--- src/shared/pm_event_pkg.sv ---
// Package of constants for the power-management event inputs.
// Assumes a 250 MHz core clock and a 32-bit Avalon-MM register slave.
package pm_event_pkg;
  // Register word addresses, one 32-bit register each
  localparam logic [3:0] CtrlOfs = 4'h0;
  localparam logic [3:0] StatusOfs = 4'h1;
  localparam logic [3:0] IrqEnOfs = 4'h2;
  localparam logic [3:0] IrqClrOfs = 4'h3;
  localparam logic [3:0] PinOfs = 4'h4;
  localparam logic [3:0] ResumeOfs = 4'h5;
  // Control fields
  localparam int CtrlBatSelBit = 0;
  localparam int CtrlBatBlockBit = 1;
  localparam int CtrlStopSelBit = 2;
  localparam int CtrlStopBit = 3;
  localparam int CtrlGpoBit = 4;
  localparam int CtrlExtEnBit = 5;
  localparam int CtrlLidSelBit = 6;
  localparam int CtrlLidEnBit = 7;
  localparam int CtrlSerSmiBit = 8;
  localparam int CtrlWidth = 9;
  localparam logic [8:0] CtrlReset = 9'h045;
  // Event fields
  localparam int EvExtBit = 0;
  localparam int EvLidBit = 1;
  localparam int EvResumeBlockedBit = 2;
  localparam int EvWidth = 3;
  // Pin readback fields
  localparam int PinBatBit = 0;
  localparam int PinLidBit = 1;
  localparam int PinLidStableBit = 2;
  localparam int PinReqLsb = 4;
  // Timing
  localparam int ClkMhz = 250;
  localparam int DebounceMs = 16;
  localparam int DebounceCycles = DebounceMs * 1000 * ClkMhz;
  localparam int RearmPciClocks = 4;
  localparam logic [31:0] UnmappedData = 32'h0000_0000;
endpackage : pm_event_pkg

--- src/shared/lid_if.sv ---
// Interface between the top module and the lid debouncer.
// Assumes both ends run on the same clock.
`timescale 1ns/100ps
interface lid_if;
  logic rawSync;
  logic stable;
  logic changed;
  modport core (output rawSync, input stable, input changed);
  modport filt (input rawSync, output stable, output changed);
endinterface : lid_if

--- src/verilog/power_event_inputs.sv ---
// Power-management event inputs: battery low, clock stop, external and lid
// management interrupts, PCI request monitor, with an Avalon-MM register slave.
// Assumes the bus master holds each request until waitrequest is seen low.
`timescale 1ns/100ps
module power_event_inputs #(
  parameter int DebounceCycles = pm_event_pkg::DebounceCycles
) (
  input wire logic core_clk,
  input wire logic rstn,
  input wire logic [3:0] address,
  input wire logic read,
  input wire logic write,
  input wire logic [31:0] writedata,
  output logic [31:0] readdata,
  output logic waitrequest,
  input wire logic battery_low_n,
  input wire logic resume_request,
  output logic resume_start,
  output logic cpu_clock_stop_n,
  input wire logic external_mgmt_irq_n_in,
  output logic external_mgmt_irq_n_out,
  output logic external_mgmt_irq_n_oe,
  output logic system_mgmt_irq_n,
  input wire logic gp_input_lid_pin,
  input wire logic [3:0] pci_master_request_monitor_n,
  output logic pci_activity,
  output logic irq
);
  typedef struct packed {
    logic [2:0] batSync;
    logic [2:0] extSync;
    logic [2:0] lidSync;
    logic [3:0][2:0] reqSync;
    logic batLevel;
    logic extLevel;
    logic lidLevel;
    logic [3:0] reqLevel;
    logic [pm_event_pkg::CtrlWidth-1:0] ctrl;
    logic [pm_event_pkg::EvWidth-1:0] status;
    logic [pm_event_pkg::EvWidth-1:0] irqEn;
    logic [2:0] rearmCnt;
    logic [31:0] resumeCount;
    logic ack;
    logic [31:0] rdata;
    logic resumeStart;
    logic stopN;
    logic extOe;
    logic smiN;
    logic activity;
    logic irqOut;
  } state_t;

  state_t s_q, s_d;
  logic [1:0] rstSync;
  logic rstnInt;
  logic extFall;
  logic [pm_event_pkg::EvWidth-1:0] events;
  logic [31:0] rdMux;

  lid_if lidBus();

  // Reset released through two flops, asserted at once
  always_ff @(posedge core_clk or negedge rstn) begin
    if (!rstn) begin
      rstSync <= 2'h0;
    end else begin
      rstSync <= {rstSync[0], 1'b1};
    end
  end
  assign rstnInt = rstSync[1];

  lid_debounce #(.Cycles(DebounceCycles)) lidFilter (
    .clk(core_clk),
    .rstn(rstnInt),
    .lid(lidBus.filt)
  );
  assign lidBus.rawSync = s_q.lidLevel;

  function automatic logic agree(input logic [2:0] sync, input logic level);
    // A change counts once the last two stages agree
    agree = (sync[2] == sync[1]) ? sync[2] : level;
  endfunction : agree

  // Edge only when re-armed: input seen high for the re-arm span
  assign extFall = !s_q.extLevel && (s_q.rearmCnt >= 3'(pm_event_pkg::RearmPciClocks));

  always_comb begin
    events = '0;
    events[pm_event_pkg::EvExtBit] = extFall && s_q.ctrl[pm_event_pkg::CtrlExtEnBit];
    events[pm_event_pkg::EvLidBit] = lidBus.changed && s_q.ctrl[pm_event_pkg::CtrlLidSelBit]
      && s_q.ctrl[pm_event_pkg::CtrlLidEnBit];
    events[pm_event_pkg::EvResumeBlockedBit] = resume_request && s_q.ctrl[pm_event_pkg::CtrlBatSelBit]
      && s_q.ctrl[pm_event_pkg::CtrlBatBlockBit] && !s_q.batLevel;
  end

  always_comb begin
    rdMux = pm_event_pkg::UnmappedData;
    if (address == pm_event_pkg::CtrlOfs) begin
      rdMux = 32'(s_q.ctrl);
    end else if (address == pm_event_pkg::StatusOfs) begin
      rdMux = 32'(s_q.status);
    end else if (address == pm_event_pkg::IrqEnOfs) begin
      rdMux = 32'(s_q.irqEn);
    end else if (address == pm_event_pkg::PinOfs) begin
      rdMux[pm_event_pkg::PinBatBit] = s_q.batLevel;
      rdMux[pm_event_pkg::PinLidBit] = s_q.lidLevel;
      rdMux[pm_event_pkg::PinLidStableBit] = lidBus.stable;
      rdMux[pm_event_pkg::PinReqLsb +: 4] = ~s_q.reqLevel;
    end else if (address == pm_event_pkg::ResumeOfs) begin
      rdMux = s_q.resumeCount;
    end
  end

  always_comb begin
    s_d = s_q;
    s_d.batSync = {s_q.batSync[1:0], battery_low_n};
    s_d.extSync = {s_q.extSync[1:0], external_mgmt_irq_n_in};
    s_d.lidSync = {s_q.lidSync[1:0], gp_input_lid_pin};
    for (int i = 0; i < 4; i++) begin
      s_d.reqSync[i] = {s_q.reqSync[i][1:0], pci_master_request_monitor_n[i]};
      s_d.reqLevel[i] = agree(s_q.reqSync[i], s_q.reqLevel[i]);
    end
    s_d.batLevel = agree(s_q.batSync, s_q.batLevel);
    // One low PCI clock must count, so this pin skips the agreement filter
    s_d.extLevel = s_q.extSync[2];
    s_d.lidLevel = agree(s_q.lidSync, s_q.lidLevel);
    // Re-arm counter: counts high cycles, cleared while low
    if (!s_q.extLevel) begin
      s_d.rearmCnt = 3'h0;
    end else if (s_q.rearmCnt < 3'(pm_event_pkg::RearmPciClocks)) begin
      s_d.rearmCnt = s_q.rearmCnt + 3'h1;
    end
    // Bus slave: one wait cycle, then acknowledge
    s_d.ack = (read || write) && !s_q.ack;
    // Write lands at the edge where waitrequest is seen low
    if (write && s_q.ack) begin
      if (address == pm_event_pkg::CtrlOfs) begin
        s_d.ctrl = writedata[pm_event_pkg::CtrlWidth-1:0];
      end else if (address == pm_event_pkg::IrqEnOfs) begin
        s_d.irqEn = writedata[pm_event_pkg::EvWidth-1:0];
      end else if (address == pm_event_pkg::IrqClrOfs) begin
        s_d.status = s_q.status & ~writedata[pm_event_pkg::EvWidth-1:0];
      end
    end
    if (read && !s_q.ack) begin
      s_d.rdata = rdMux;
    end
    // Set wins over a clear in the same cycle
    s_d.status = s_d.status | events;
    // Resume is started only when not blocked
    s_d.resumeStart = resume_request && !events[pm_event_pkg::EvResumeBlockedBit];
    if (s_d.resumeStart) begin
      s_d.resumeCount = s_q.resumeCount + 32'h1;
    end
    // Clock stop: function bit or plain output, idle high
    s_d.stopN = s_q.ctrl[pm_event_pkg::CtrlStopSelBit] ? !s_q.ctrl[pm_event_pkg::CtrlStopBit]
      : s_q.ctrl[pm_event_pkg::CtrlGpoBit];
    // Open drain: data is always low, only the enable moves
    s_d.extOe = s_q.ctrl[pm_event_pkg::CtrlSerSmiBit];
    // Interrupt outputs follow status and enable of the same cycle
    s_d.smiN = !((s_d.status[pm_event_pkg::EvExtBit] && s_d.irqEn[pm_event_pkg::EvExtBit])
      || (s_d.status[pm_event_pkg::EvLidBit] && s_d.irqEn[pm_event_pkg::EvLidBit]));
    s_d.activity = |(~s_q.reqLevel);
    s_d.irqOut = |(s_d.status & s_d.irqEn);
  end

  always_ff @(posedge core_clk or negedge rstnInt) begin
    if (!rstnInt) begin
      s_q <= '0;
      s_q.batSync <= 3'h7;
      s_q.extSync <= 3'h7;
      s_q.lidSync <= 3'h7;
      s_q.reqSync <= 12'hfff;
      s_q.batLevel <= 1'b1;
      s_q.extLevel <= 1'b1;
      s_q.lidLevel <= 1'b1;
      s_q.reqLevel <= 4'hf;
      s_q.ctrl <= pm_event_pkg::CtrlReset;
      s_q.stopN <= 1'b1;
      s_q.smiN <= 1'b1;
    end else begin
      s_q <= s_d;
    end
  end

  assign readdata = s_q.rdata;
  assign waitrequest = !s_q.ack;
  assign resume_start = s_q.resumeStart;
  assign cpu_clock_stop_n = s_q.stopN;
  assign external_mgmt_irq_n_out = 1'b0;
  assign external_mgmt_irq_n_oe = s_q.extOe;
  assign system_mgmt_irq_n = s_q.smiN;
  assign pci_activity = s_q.activity;
  assign irq = s_q.irqOut;

  ext_edge_a: assert property (@(posedge core_clk) disable iff (!rstnInt)
    (extFall && s_q.ctrl[pm_event_pkg::CtrlExtEnBit]) |=> s_q.status[pm_event_pkg::EvExtBit])
    else $error("external edge not latched");
  rearm_gap_a: assert property (@(posedge core_clk) disable iff (!rstnInt)
    extFall |-> $past(s_q.extLevel, 1) && $past(s_q.extLevel, 4)) else $error("edge without re-arm");
  smi_drive_a: assert property (@(posedge core_clk) disable iff (!rstnInt)
    s_q.status[pm_event_pkg::EvExtBit] && s_q.irqEn[pm_event_pkg::EvExtBit] |-> !system_mgmt_irq_n)
    else $error("management interrupt missing");
  resume_block_a: assert property (@(posedge core_clk) disable iff (!rstnInt)
    (resume_request && s_q.ctrl[pm_event_pkg::CtrlBatSelBit] && s_q.ctrl[pm_event_pkg::CtrlBatBlockBit]
    && !s_q.batLevel) |=> !resume_start) else $error("resume not blocked");
  stop_low_a: assert property (@(posedge core_clk) disable iff (!rstnInt)
    s_q.ctrl[pm_event_pkg::CtrlStopSelBit] && !s_q.ctrl[pm_event_pkg::CtrlStopBit] |=> cpu_clock_stop_n)
    else $error("clock stop low while idle");
  gpo_drive_a: assert property (@(posedge core_clk) disable iff (!rstnInt)
    !s_q.ctrl[pm_event_pkg::CtrlStopSelBit] |=> cpu_clock_stop_n == $past(s_q.ctrl[pm_event_pkg::CtrlGpoBit]))
    else $error("general output mismatch");
  od_low_a: assert property (@(posedge core_clk) disable iff (!rstnInt)
    external_mgmt_irq_n_oe |-> !external_mgmt_irq_n_out) else $error("open drain driven high");
  ser_pull_a: assert property (@(posedge core_clk) disable iff (!rstnInt)
    s_q.ctrl[pm_event_pkg::CtrlSerSmiBit] |=> external_mgmt_irq_n_oe) else $error("line not pulled");
  lid_event_a: assert property (@(posedge core_clk) disable iff (!rstnInt)
    lidBus.changed && s_q.ctrl[pm_event_pkg::CtrlLidSelBit] && s_q.ctrl[pm_event_pkg::CtrlLidEnBit]
    |=> s_q.status[pm_event_pkg::EvLidBit]) else $error("lid event lost");
  req_activity_a: assert property (@(posedge core_clk) disable iff (!rstnInt)
    !(&s_q.reqLevel) |=> pci_activity) else $error("request activity missed");
  irq_level_a: assert property (@(posedge core_clk) disable iff (!rstnInt)
    irq == |(s_q.status & s_q.irqEn)) else $error("interrupt level wrong");
  smi_level_a: assert property (@(posedge core_clk) disable iff (!rstnInt)
    !system_mgmt_irq_n == ((s_q.status[pm_event_pkg::EvExtBit] && s_q.irqEn[pm_event_pkg::EvExtBit])
    || (s_q.status[pm_event_pkg::EvLidBit] && s_q.irqEn[pm_event_pkg::EvLidBit])))
    else $error("management interrupt level wrong");
  resume_pass_a: assert property (@(posedge core_clk) disable iff (!rstnInt)
    (resume_request && !(s_q.ctrl[pm_event_pkg::CtrlBatSelBit] && s_q.ctrl[pm_event_pkg::CtrlBatBlockBit]
    && !s_q.batLevel)) |=> resume_start) else $error("resume not started");
  ext_once_a: assert property (@(posedge core_clk) disable iff (!rstnInt)
    extFall |=> !extFall) else $error("edge counted twice");
  resume_cov: cover property (@(posedge core_clk) disable iff (!rstnInt) resume_start);
  serial_cov: cover property (@(posedge core_clk) disable iff (!rstnInt) external_mgmt_irq_n_oe);
  ext_cov: cover property (@(posedge core_clk) disable iff (!rstnInt) events[pm_event_pkg::EvExtBit]);
  lid_cov: cover property (@(posedge core_clk) disable iff (!rstnInt) events[pm_event_pkg::EvLidBit]);
  block_cov: cover property (@(posedge core_clk) disable iff (!rstnInt)
    events[pm_event_pkg::EvResumeBlockedBit]);
endmodule : power_event_inputs

--- src/verilog/lid_debounce.sv ---
// Debouncer for the lid input.
// Assumes an already synchronised input; interval given as a parameter.
`timescale 1ns/100ps
module lid_debounce #(
  parameter int Cycles = pm_event_pkg::DebounceCycles
) (
  input wire logic clk,
  input wire logic rstn,
  lid_if.filt lid
);
  typedef struct packed {
    logic [31:0] count;
    logic stable;
    logic changed;
  } state_t;
  state_t s_q, s_d;
  always_comb begin
    s_d = s_q;
    s_d.changed = 1'b0;
    if (lid.rawSync == s_q.stable) begin
      s_d.count = 32'h0;
    end else if (s_q.count >= 32'(Cycles - 1)) begin
      s_d.stable = lid.rawSync;
      s_d.changed = 1'b1;
      s_d.count = 32'h0;
    end else begin
      s_d.count = s_q.count + 32'h1;
    end
  end
  always_ff @(posedge clk or negedge rstn) begin
    if (!rstn) begin
      s_q <= '0;
      s_q.stable <= 1'b1;
    end else begin
      s_q <= s_d;
    end
  end
  assign lid.stable = s_q.stable;
  assign lid.changed = s_q.changed;
  stable_hold_a: assert property (@(posedge clk) disable iff (!rstn)
    (lid.rawSync == s_q.stable) |=> !s_q.changed) else $error("lid change without held difference");
endmodule : lid_debounce

--- config.mk ---
export PLATFORM = sky130hd
export DESIGN_NAME = power_event_inputs
export DESIGN_NICKNAME = d
export VERILOG_FILES = /design/src/shared/pm_event_pkg.sv /design/src/shared/lid_if.sv /design/src/verilog/power_event_inputs.sv /design/src/verilog/lid_debounce.sv
export SDC_FILE = /design/constraint.sdc
export NUM_CORES = 1
export LEC_CHECK = 0
export ABC_AREA = 1
export ABC_CLOCK_PERIOD_IN_PS = 5400
export BUFFER_PORTS_ARGS = -buffer_cell sky130_fd_sc_hd__buf_2
export CORE_MARGIN = 2
export CORE_UTILIZATION = 52
export CTS_CLUSTER_DIAMETER = 200
export DETAILED_ROUTE_END_ITERATION = 6
export PLACE_DENSITY = 0.84
export SLEW_MARGIN = 0
export SYNTH_ARGS = -nofsm -noshare
export SYNTH_HDL_FRONTEND = slang
export SYNTH_SLANG_ARGS = --single-unit
--- constraint.sdc ---
create_clock -name core_clk -period 5.4 [get_ports core_clk]
set_input_delay 1.35 -clock core_clk [delete_from_list [all_inputs] [get_ports core_clk]]
set_output_delay 1.35 -clock core_clk [all_outputs]
set_load 0.01 [all_outputs]
======== After elaboration in Yosys (flattened, before gate mapping) ========
Cells that the tools add are included.
cells by class
  bitwise gates (word level) .............. 6
  magnitude comparators ................... 3
  reduce and logical (&&, ||, !) cells .... 26
  mux-type cells .......................... 20
  equal/unequal tests ..................... 13
  $add $sub $neg .......................... 3
operators with widths
  operator                 number
  $mux W32                 6
  $add A32 B1 Y32 const B  2
  $ge A32 B22 Y1 const B   1
  $mux W24                 1
  $mux W3                  6
  $logic_and A1 B1 Y1      13
  $mux W6                  2
  $eq A4 B2 Y1 const B     2
  $eq A4 B3 Y1 const B     2
  $eq A1 B1 Y1             7
  $and A3 B3 Y3            2
  $logic_not A1 Y1         6
  $eq A4 B1 Y1 const B     1
  $logic_not A4 Y1         1
  $mux W1                  4
  $mux W4                  1
  $not A4 Y4               1
  $reduce_and A2 Y1        2
  $reduce_or A4 Y1         1
  $add A3 B1 Y3 const B    1
  $ge A3 B3 Y1 const B     1
  $lt A3 B3 Y1 const B     1
  $not A3 Y3               1
  $or A3 B3 Y3             1
  4 further kinds          5
storage, ports and cells
  bits in registers ....................... 153
  logic and storage cells ................. 102
  input port bits ......................... 48
  output and inout port bits .............. 40

======== Longest topological paths before layout ========
Gate-level depths: netlist (run 1).
  depth in word-level cells ............... 10
  gate-level depth with buffers ........... 10
  depth with buffers taken out ............ 10

======== Modules after synthesis ========
Synthesis (run 1) repeated with hierarchy kept, for this count alone.
unflattened totals
  cells, all modules ...................... 863
  area, all modules ....................... 7,352.1 µm²
modules (own cells, without submodules)
  module              area an instance (µm²)  instances  cells an instance  sequential area each (µm²)
  power_event_inputs  5,714.2                 1          665                3,019.1
  lid_debounce        1,637.8                 1          198                852.1

======== Worst setup path before layout (run 1) ========
No wires, ideal clock.
  path type ............................... input to register
  from .................................... input port address[1]
  to ...................................... register s_q, in the netlist readdata[2]
  setup time .............................. 0.127 ns
  stages .................................. 6
  arrival ................................. 2.084 ns
  buffers on the path ..................... 2
  data required time ...................... 5.273 ns
  setup slack ............................. 3.189 ns
  path through ............................ buf_6 -> nor2_2 -> nand2_1 -> buf_2 -> o21ai_0 -> o21ai_0
on the way
  longest elaborated chain between the ends .. 6
  elaborated cells between the ends (all ways) .. 10
  classes of those cells .................. eq/ne (4); mux (5); reduce/logical (1)
ends and longest elaborated chain
  element       RTL line                   RTL
  from (decl)   power_event_inputs.sv:10   input wire logic [3:0] address,
  $eq A4 B3 Y1  power_event_inputs.sv:109  end else if (address == pm_event_pkg::ResumeOfs) begin
  $mux W32      power_event_inputs.sv:109
  $mux W3       power_event_inputs.sv:104  end else if (address == pm_event_pkg::PinOfs) begin
  $mux W32      power_event_inputs.sv:102  end else if (address == pm_event_pkg::IrqEnOfs) begin
  $mux W32      power_event_inputs.sv:100  end else if (address == pm_event_pkg::StatusOfs) begin
  $mux W32 *    power_event_inputs.sv:98   if (address == pm_event_pkg::CtrlOfs) begin
  to (decl)     power_event_inputs.sv:53   state_t s_q, s_d;
Every way passes the cells marked *; elsewhere a longest branch is shown, timed or not.
A chain may end at the register's enable or synchronous reset.

======== Final worst setup path (run 1) ========
  from .................................... input port read
  to ...................................... register s_q, in the netlist readdata[20]
on the way
  longest elaborated chain between the ends .. 1
ends and longest elaborated chain
  element              RTL line                   RTL
  from (decl)          power_event_inputs.sv:11   input wire logic read,
  $logic_and A1 B1 Y1  power_event_inputs.sv:145  if (read && !s_q.ack) begin
Every way passes these cells.

==> metrics.md, run 1 <==
| Metric | Value |
|---|---|
| Worst Setup SP | read |
| Synth top area share | between 40% and 50% |
| Finished Cell Area | between 8000 and 9000 um^2 |
| Post-layout minimum cycle time | about 3200 ps |
| DR iter-0 viols | approximately 360 |
| Vias in the first global route | approximately 5400 |
| Setup CP Type | input pin to flip-flop |
| Area growth from synthesis to layout | 13.1% |
| Worst Setup Start Kind | input pin |
| DR vias | roughly 5600 |
| DRT antenna net count | 0 |
| Reg2Reg Capture Point | readdata[20] |
| Seq/Total Area, Yosys | 53.1% |
| DR pass1 iterations | 7 |
| Hold WS | around 300 ps |
| Post-Syn Instances | 860 |
| Final #Nets | 956 |
| Final worst-path cycle share | 59.6% |
| IO buf count | 63 |
| Synth cell types | 37 |
| Count of endpoints failing setup in the final report | 0 |
| First-pass GRT wire length | between 20000 and 30000 um |
| Met3 GRT Util | under 10% |
| Core Area | roughly 14000 um^2 |
| Die height | between 100 and 150 um |
| Worst Max-Slew Pin Slew | roughly 1200 ps |
| Largest net degree at the start of global routing | 75 |
| Htree depth | 4 |
| M2 GR Usage | 36.0% |
| Clock root cell | clkbuf_16 |
| GPL Wtd Cong | between 0.9 and 1 |
| Cts repair resizes | 0 |
| Total track usage | 21.8% |
| #FFs+latches synth | approximately 150 |
| Fmax | about 310 MHz |
| Hold Path Class | flip-flop to asynchronous set/reset pin |
| Final hold vios | 0 |
| Die area | ~15000 um^2 |
| Yosys warning count | 0 |
| GR peak layer | met2 |
| Worst Setup End Kind | flip-flop |
| Clock-pin slew on the worst setup and hold paths | approximately 60 ps |
| Vias per cell | a little over 5 |
| Worst R2R Setup Slack | about 2800 ps |
| Setup crit end | readdata[20] |
| TritonCTS clock tree | built |
| Hpwl dp | 10400 um |
| Routed wire length per instance | approximately 14 um |
| Starting Density | a little over half |
| Worst-skew pair later-pin latency | between 400 and 500 ps |
| Row count | 43 |
| Clk_skew | 6.11 ps |
| Ant. Diodes | 0 |
| Placed Area | 7540 um^2 |
| Highest net fanout along the worst path | 41 |
| Worst Reg-to-Reg Cells | 3 |
| Hold Buf Count CTS | 0 |
| Ports | between 80 and 90 |
| Wirelength, routed | around 15000 um |
| Setup ws final | 2180 ps |
| Total grt overflow | 0 |
| Die W | around 120 um |
| Dpl ws | around 1900 ps |
| VDD IR-drop max | roughly 0.27 mV |
| Yosys top cell by area | dfrtp_1 |
| Status | finished, final reports clean |
| Syn avg cell area | roughly 8.5 um^2 |
| RSZ-0062 raised after global routing | false |
| Clock sink total | around 150 |
| Cts bufs inserted | 17 |
| Leak pwr | around 0.0037 uW |
| Final setup TNS | 0 ps |
| R2R Path Start | s_q[38] |
| Total power | ~3000 uW |
| WP data arrival | 3520 ps |
| Pwr per Cell Area | ~370 nW/um^2 |
| CTS Buffer Depth | 2 |
| Initial antenna violation count | 0 |
| Final Max Tran Viols | 0 |
| GR Layer Usage met1 | a little over a quarter |
| Post-CTS Setup Repair Bufs | 0 |
| Top post-synthesis cells by area | dfrtp_1 (41%), nand2_1 (14%), dfstp_2 (12%) |
| Critical Path RT | approximately 5700 ps |
| Synthesized cell area | approximately 7300 um^2 |
| Relative slew slack | a little under a quarter |
| Layout cells sized above 1 | 18.4% |
| DRC | 0 |
| Max cap viols | 0 |
through the flow:
stage	util (%)	cells
2_1_floorplan	-	870
3_3_place_gp	54.8	1066
3_5_place_dp	54.8	1066
4_1_cts	59.8	1098
5_1_grt	59.8	1098
6_report	59.8	1098
logic make-up (layout without fill, tap and decap cells):
kind of cell    count (synthesis)  in the layout  share of synthesized area (%)
simple gates                  484            484                           28.0
fa+ha+maj                       9              9                           1.34
flops                         153            153                           53.1
other cells                     2             12                          0.103
xor+xnor                       31             31                           3.73
compound gates                 63             63                           5.10
buf+inv                       115            163                           8.16
mux                             3              3                          0.464
cell usage after synthesis (all sizes together):
cell type and n:
xor2 23, nand3 44, o21ai 31, clkbuf 7, conb 2, buf 43
o21bai 2, o211ai 1, nand2 278, mux2 3, nor3 2, nor2 148
dfstp 34, maj3 6, a31oi 2, nand3b 2, o31ai 14, a21oi 8
nor4 1, xnor2 8, dfrtp 119, ha 3, nand4 9, inv 65
o22ai 5
layout by cell type, fill, tap and decap left out, drive strengths merged, types with 8 or more instances in the layout:
cell / count
dfstp: 34
inv: 67
nand4: 9
xnor2: 8
a21oi: 8
clkbuf: 19
o21ai: 31
o31ai: 14
nand3: 44
conb: 12
nor2: 148
dfrtp: 119
buf: 66
xor2: 23
nand2: 278
state kept, by name (all words and copies together) (netlist names):
register	count
s_q	62
lidFilter.s_q	32
readdata	32
s_d	16
rstSync	2
cpu_clock_stop_n	1
external_mgmt_irq_n_oe	1
irq	1
lidBus.rawSync	1
lidFilter.lid.changed	1
lidFilter.lid.stable	1
pci_activity	1
resume_start	1
system_mgmt_irq_n	1
critical path, stage by stage:
cell	delay, ps
buf_2	90
inv_1	40
nor2_2	690
inv_1	800
o31ai_1	520
where the power goes:
part / switching [uW] / total (uW) / internal (uW)
logic: 205 / 306 / 101
clock network: 484 / 1380 / 896
registers: 86.4 / 1350 / 1270
total: 775 / 3040 / 2260
area by class of cell:
cell class | instances | area [um^2]
fillers | 1157 | 5540
flip-flops and latches | 153 | 3870
clock buffers | 19 | 453
repair buffers | 66 | 338
inverters | 65 | 244
multi-input cells | 602 | 2860
clock inverters | 13 | 239
well taps | 180 | 225
per-layer routing:
| layer | part of all wire (%) | wire length [um] |
|---|---|---|
| met1 | 45 | 6790 |
| met2 | 48 | 7340 |
| met3 | 4.6 | 697 |
| met4 | 2.4 | 364 |
| met5 | 0 | 0 |
worst min path at each step:
stage                     slack [ps]           end  startpoint  depth (start not counted)
after global placement           320  resume_start  rstSync[1]                          0
after global routing             360  resume_start  rstSync[1]                          0
after detailed placement         330  resume_start  rstSync[1]                          0
after CTS                        330  resume_start  rstSync[1]                          0
final                            300       s_q[66]  rstSync[1]                          0
after floorplan                  330    rstSync[1]  rstSync[0]                          0
(Power assumes the default switching activity.)
==> inputs of run 2 (changes only) <==
Settings changed: ABC_CLOCK_PERIOD_IN_PS 5400 to 3220.
Clock period 5.4 ns to 3.22 ns, I/O delays scaled along.
==> run 2 against run 1 <==
Against the previous run: design area down 0.87%; clock power up 40%; die area unchanged; critical path type is now flip-flop to output port; wire length down 3.3%; utilization down 0.52 points; sequential cell count unchanged; clock skew about the same; critical endpoint is now system_mgmt_irq_n; cell count up 0.36%.
==> metrics.md, run 2 (same netlist as run 1, synthesis figures left out) <==
| Metric | Value |
|---|---|
| WP data arrival | 1060 ps (was 3520 ps) |
| Sw Ratio | 28.2% (was 25.5%) |
| Clk_skew | 5.86 ps (was 6.11 ps) |
| DRC | 0 (unchanged) |
| Htree depth | 4 (unchanged) |
| Footprint of the multi-input gates | 2860 um^2 (unchanged) |
| Pwr per Cell Area | 579 nW/um^2 (was 369 nW/um^2) |
| Worst-skew pair later-pin latency | 430 ps (was 420 ps) |
| Post-layout minimum cycle time | roughly 1900 ps |
| Vias per cell | 5.08 (was 5.10) |
| Wirelength, routed | 14700 um (was 15200 um) |
| Ports | 88 (unchanged) |
| WP buf/inv | 1 (was 3) |
| DRT antenna net count | 0 (unchanged) |
| CTS Buffer Depth | 2 (unchanged) |
| Final hold vios | 0 (unchanged) |
| Clock root cell | clkbuf_16 (unchanged) |
| Starting Density | 52.9% (unchanged) |
| Fin util | 59.3% (was 59.8%) |
| Leak pwr | 0.00371 uW (was 0.00373 uW) |
| Hold Buf Count CTS | 0 (unchanged) |
| VDD IR-drop max | 0.330 mV (was 0.271 mV) |
| Fmax | approximately 540 MHz |
| CP peak stage delay | 520 ps (was 800 ps) |
| Clock share of power | 40.9% (was 45.4%) |
| Total track usage | 21.5% (was 21.8%) |
| IO buf count | 63 (unchanged) |
| RSZ-0062 raised after global routing | false (unchanged) |
| Die height | 122 um (unchanged) |
| First-pass GRT wire length | 25000 um (was 25400 um) |
| Vias in the first global route | 5473 (was 5412) |
| Reg with most FFs | s_q (unchanged) |
| Power share of the combinational group | 11.1% (was 10.1%) |
| Most frequent cells in the layout | nand2_1 (274), nor2_1 (127), dfrtp_1 (118), inv_1 (64), buf_2 (63) (unchanged) |
| Clock sink total | 153 (unchanged) |
| Post-CTS Setup Repair Bufs | 0 (unchanged) |
| Final Max Tran Viols | 0 (unchanged) |
| Largest delay share family, worst path | flip-flops (was buffers and inverters) |
| DR iter-0 viols | 445 (was 362) |
| DR pass1 iterations | 5 (was 7) |
| Layout cells sized above 1 | 18.8% (was 18.4%) |
| Switching power | 1330 uW (was 775 uW) |
| Commonest non-fill, non-tap cell in the layout | nand2_1 (unchanged) |
| Final #Nets | 960 (was 956) |
| Ant. Diodes | 0 (unchanged) |
| Highest net fanout along the worst path | 1 (was 41) |
| Cts repair resizes | 0 (unchanged) |
| Hpwl dp | 10500 um (was 10400 um) |
| Seq pwr share | 48.0% (was 44.5%) |
| Total grt overflow | 0 (unchanged) |
| Fillers | 1193 (was 1157) |
| Reg area | 3870 um^2 (unchanged) |
| Relative slew slack | 52.6% (was 22.8%) |
| Clock-pin slew on the worst setup and hold paths | 60 ps (about the same) |
| Setup CP Type | flip-flop to output port (was input pin to flip-flop) |
| Max cap viols | 0 (unchanged) |
| Area growth from synthesis to layout | 12.1% (was 13.1%) |
| DR vias | 5602 (was 5599) |
| Worst Setup End Kind | output port (was flip-flop) |
| Row count | 43 (unchanged) |
| Die W | 122 um (unchanged) |
| GPL Wtd Cong | 0.936 (was 0.912) |
| TritonCTS clock tree | built (unchanged) |
| Internal power | 3400 uW (was 2260 uW) |
| Critical Path RT | 2410 ps (was 5700 ps) |
| Core Area | 13800 um^2 (unchanged) |
| Total power | 4730 uW (was 3040 uW) |
| Max FFs per register | 62 (unchanged) |
| Routed wire length per instance | 13.3 um (was 13.8 um) |
| Cts bufs inserted | 17 (unchanged) |
| Final worst-path cycle share | 57.9% |
| Status | finished, final reports clean (unchanged) |
| Count of endpoints failing setup in the final report | 0 (unchanged) |
| Largest net degree at the start of global routing | 67 (was 75) |
| Highest-delay cell along the critical path | dfstp_2 (was inv_1) |
| Initial antenna violation count | 0 (unchanged) |
| Die area | 15000 um^2 (unchanged) |
| CP cell instances | buf_2 (was buf_2 > inv_1 > nor2_2 > inv_1 > o31ai_1) |
| Final setup TNS | 0 ps (unchanged) |
| Worst Max-Slew Pin Slew | 709 ps (was 1160 ps) |
| Worst Setup Start Kind | flip-flop (was input pin) |
| Hold Path Class | input pin to asynchronous set/reset pin (was flip-flop to asynchronous set/reset pin) |
## run 2: cell types whose count changed in the layout (fill, tap and decap cells not counted), moves of 2 or more
cell / change
clkbuf_16: +2
clkbuf_8: -2
inv_4: +2
clkinv_2: +2
bufinv_16: -6
buf_4: +3
inv_6: +4
clkinv_4: -2
## run 2: power by group through the flow
stage,combinational (uW),sequential (uW),clock [uW]
after global placement,502,2290,0
after detailed placement,522,2300,0
after floorplan,366,2290,0
after CTS,529,2270,1960
final,525,2270,1930
after global routing,594,2290,2040
## run 2: final timing paths
| check | startpoint | to | slack [ps] | cells after the start |
|---|---|---|---|---|
| setup / recovery | system_mgmt_irq_n | system_mgmt_irq_n | 1360 | 1 |
| hold / removal | rstn | rstSync[1] | 150 | 1 |
| setup reg to reg | s_q[95] | s_q[46] | 1380 | 7 |
| hold reg to reg | rstSync[1] | lidFilter.s_q[6] | 270 | 0 |
| max in group asynchronous | rstSync[1] | cpu_clock_stop_n | 2130 | 1 |
| min in group core_clk | rstSync[0] | rstSync[1] | 350 | 0 |
## run 2: area by class of cell
type	count	area share, %
Clock inverter	13	1.26
Timing Repair Buffer	70	4.66
Multi-Input combinational cell	602	35.1
Clock buffer	19	5.82
Tap cell	180	2.76
Sequential cell	153	47.5
Inverter	65	2.99
## run 2: worst register-to-register path: cells and delay by family, from the launching register on
family	cells	cell delay, ps
and+or+nand+nor	5	990
DFF	1	540
AOI/OAI and AO/OA	1	140
buffers and inverters	1	70
## run 2: metal layers
| metal | vias up | part of all wire (%) | global-route usage, % |
|---|---|---|---|
| met2 | 160 | 49 | 35.6 |
| met1 | 2657 | 44 | 27.3 |
| met5 | - | 0 | 0 |
| met4 | 0 | 2.7 | 9.48 |
| met3 | 35 | 4.7 | 4.60 |
| li1 | 2750 | - | - |
## run 2: metrics by stage
stage	hold slack [ps]	setup WS, ps	std cells	cell area (um^2)
5_1_grt	139	1200	1102	8170
6_report	150	1360	1102	8170
3_3_place_gp	284	1060	1070	7590
3_5_place_dp	287	1050	1070	7590
4_1_cts	141	1340	1102	8170
2_1_floorplan	331	716	870	7320
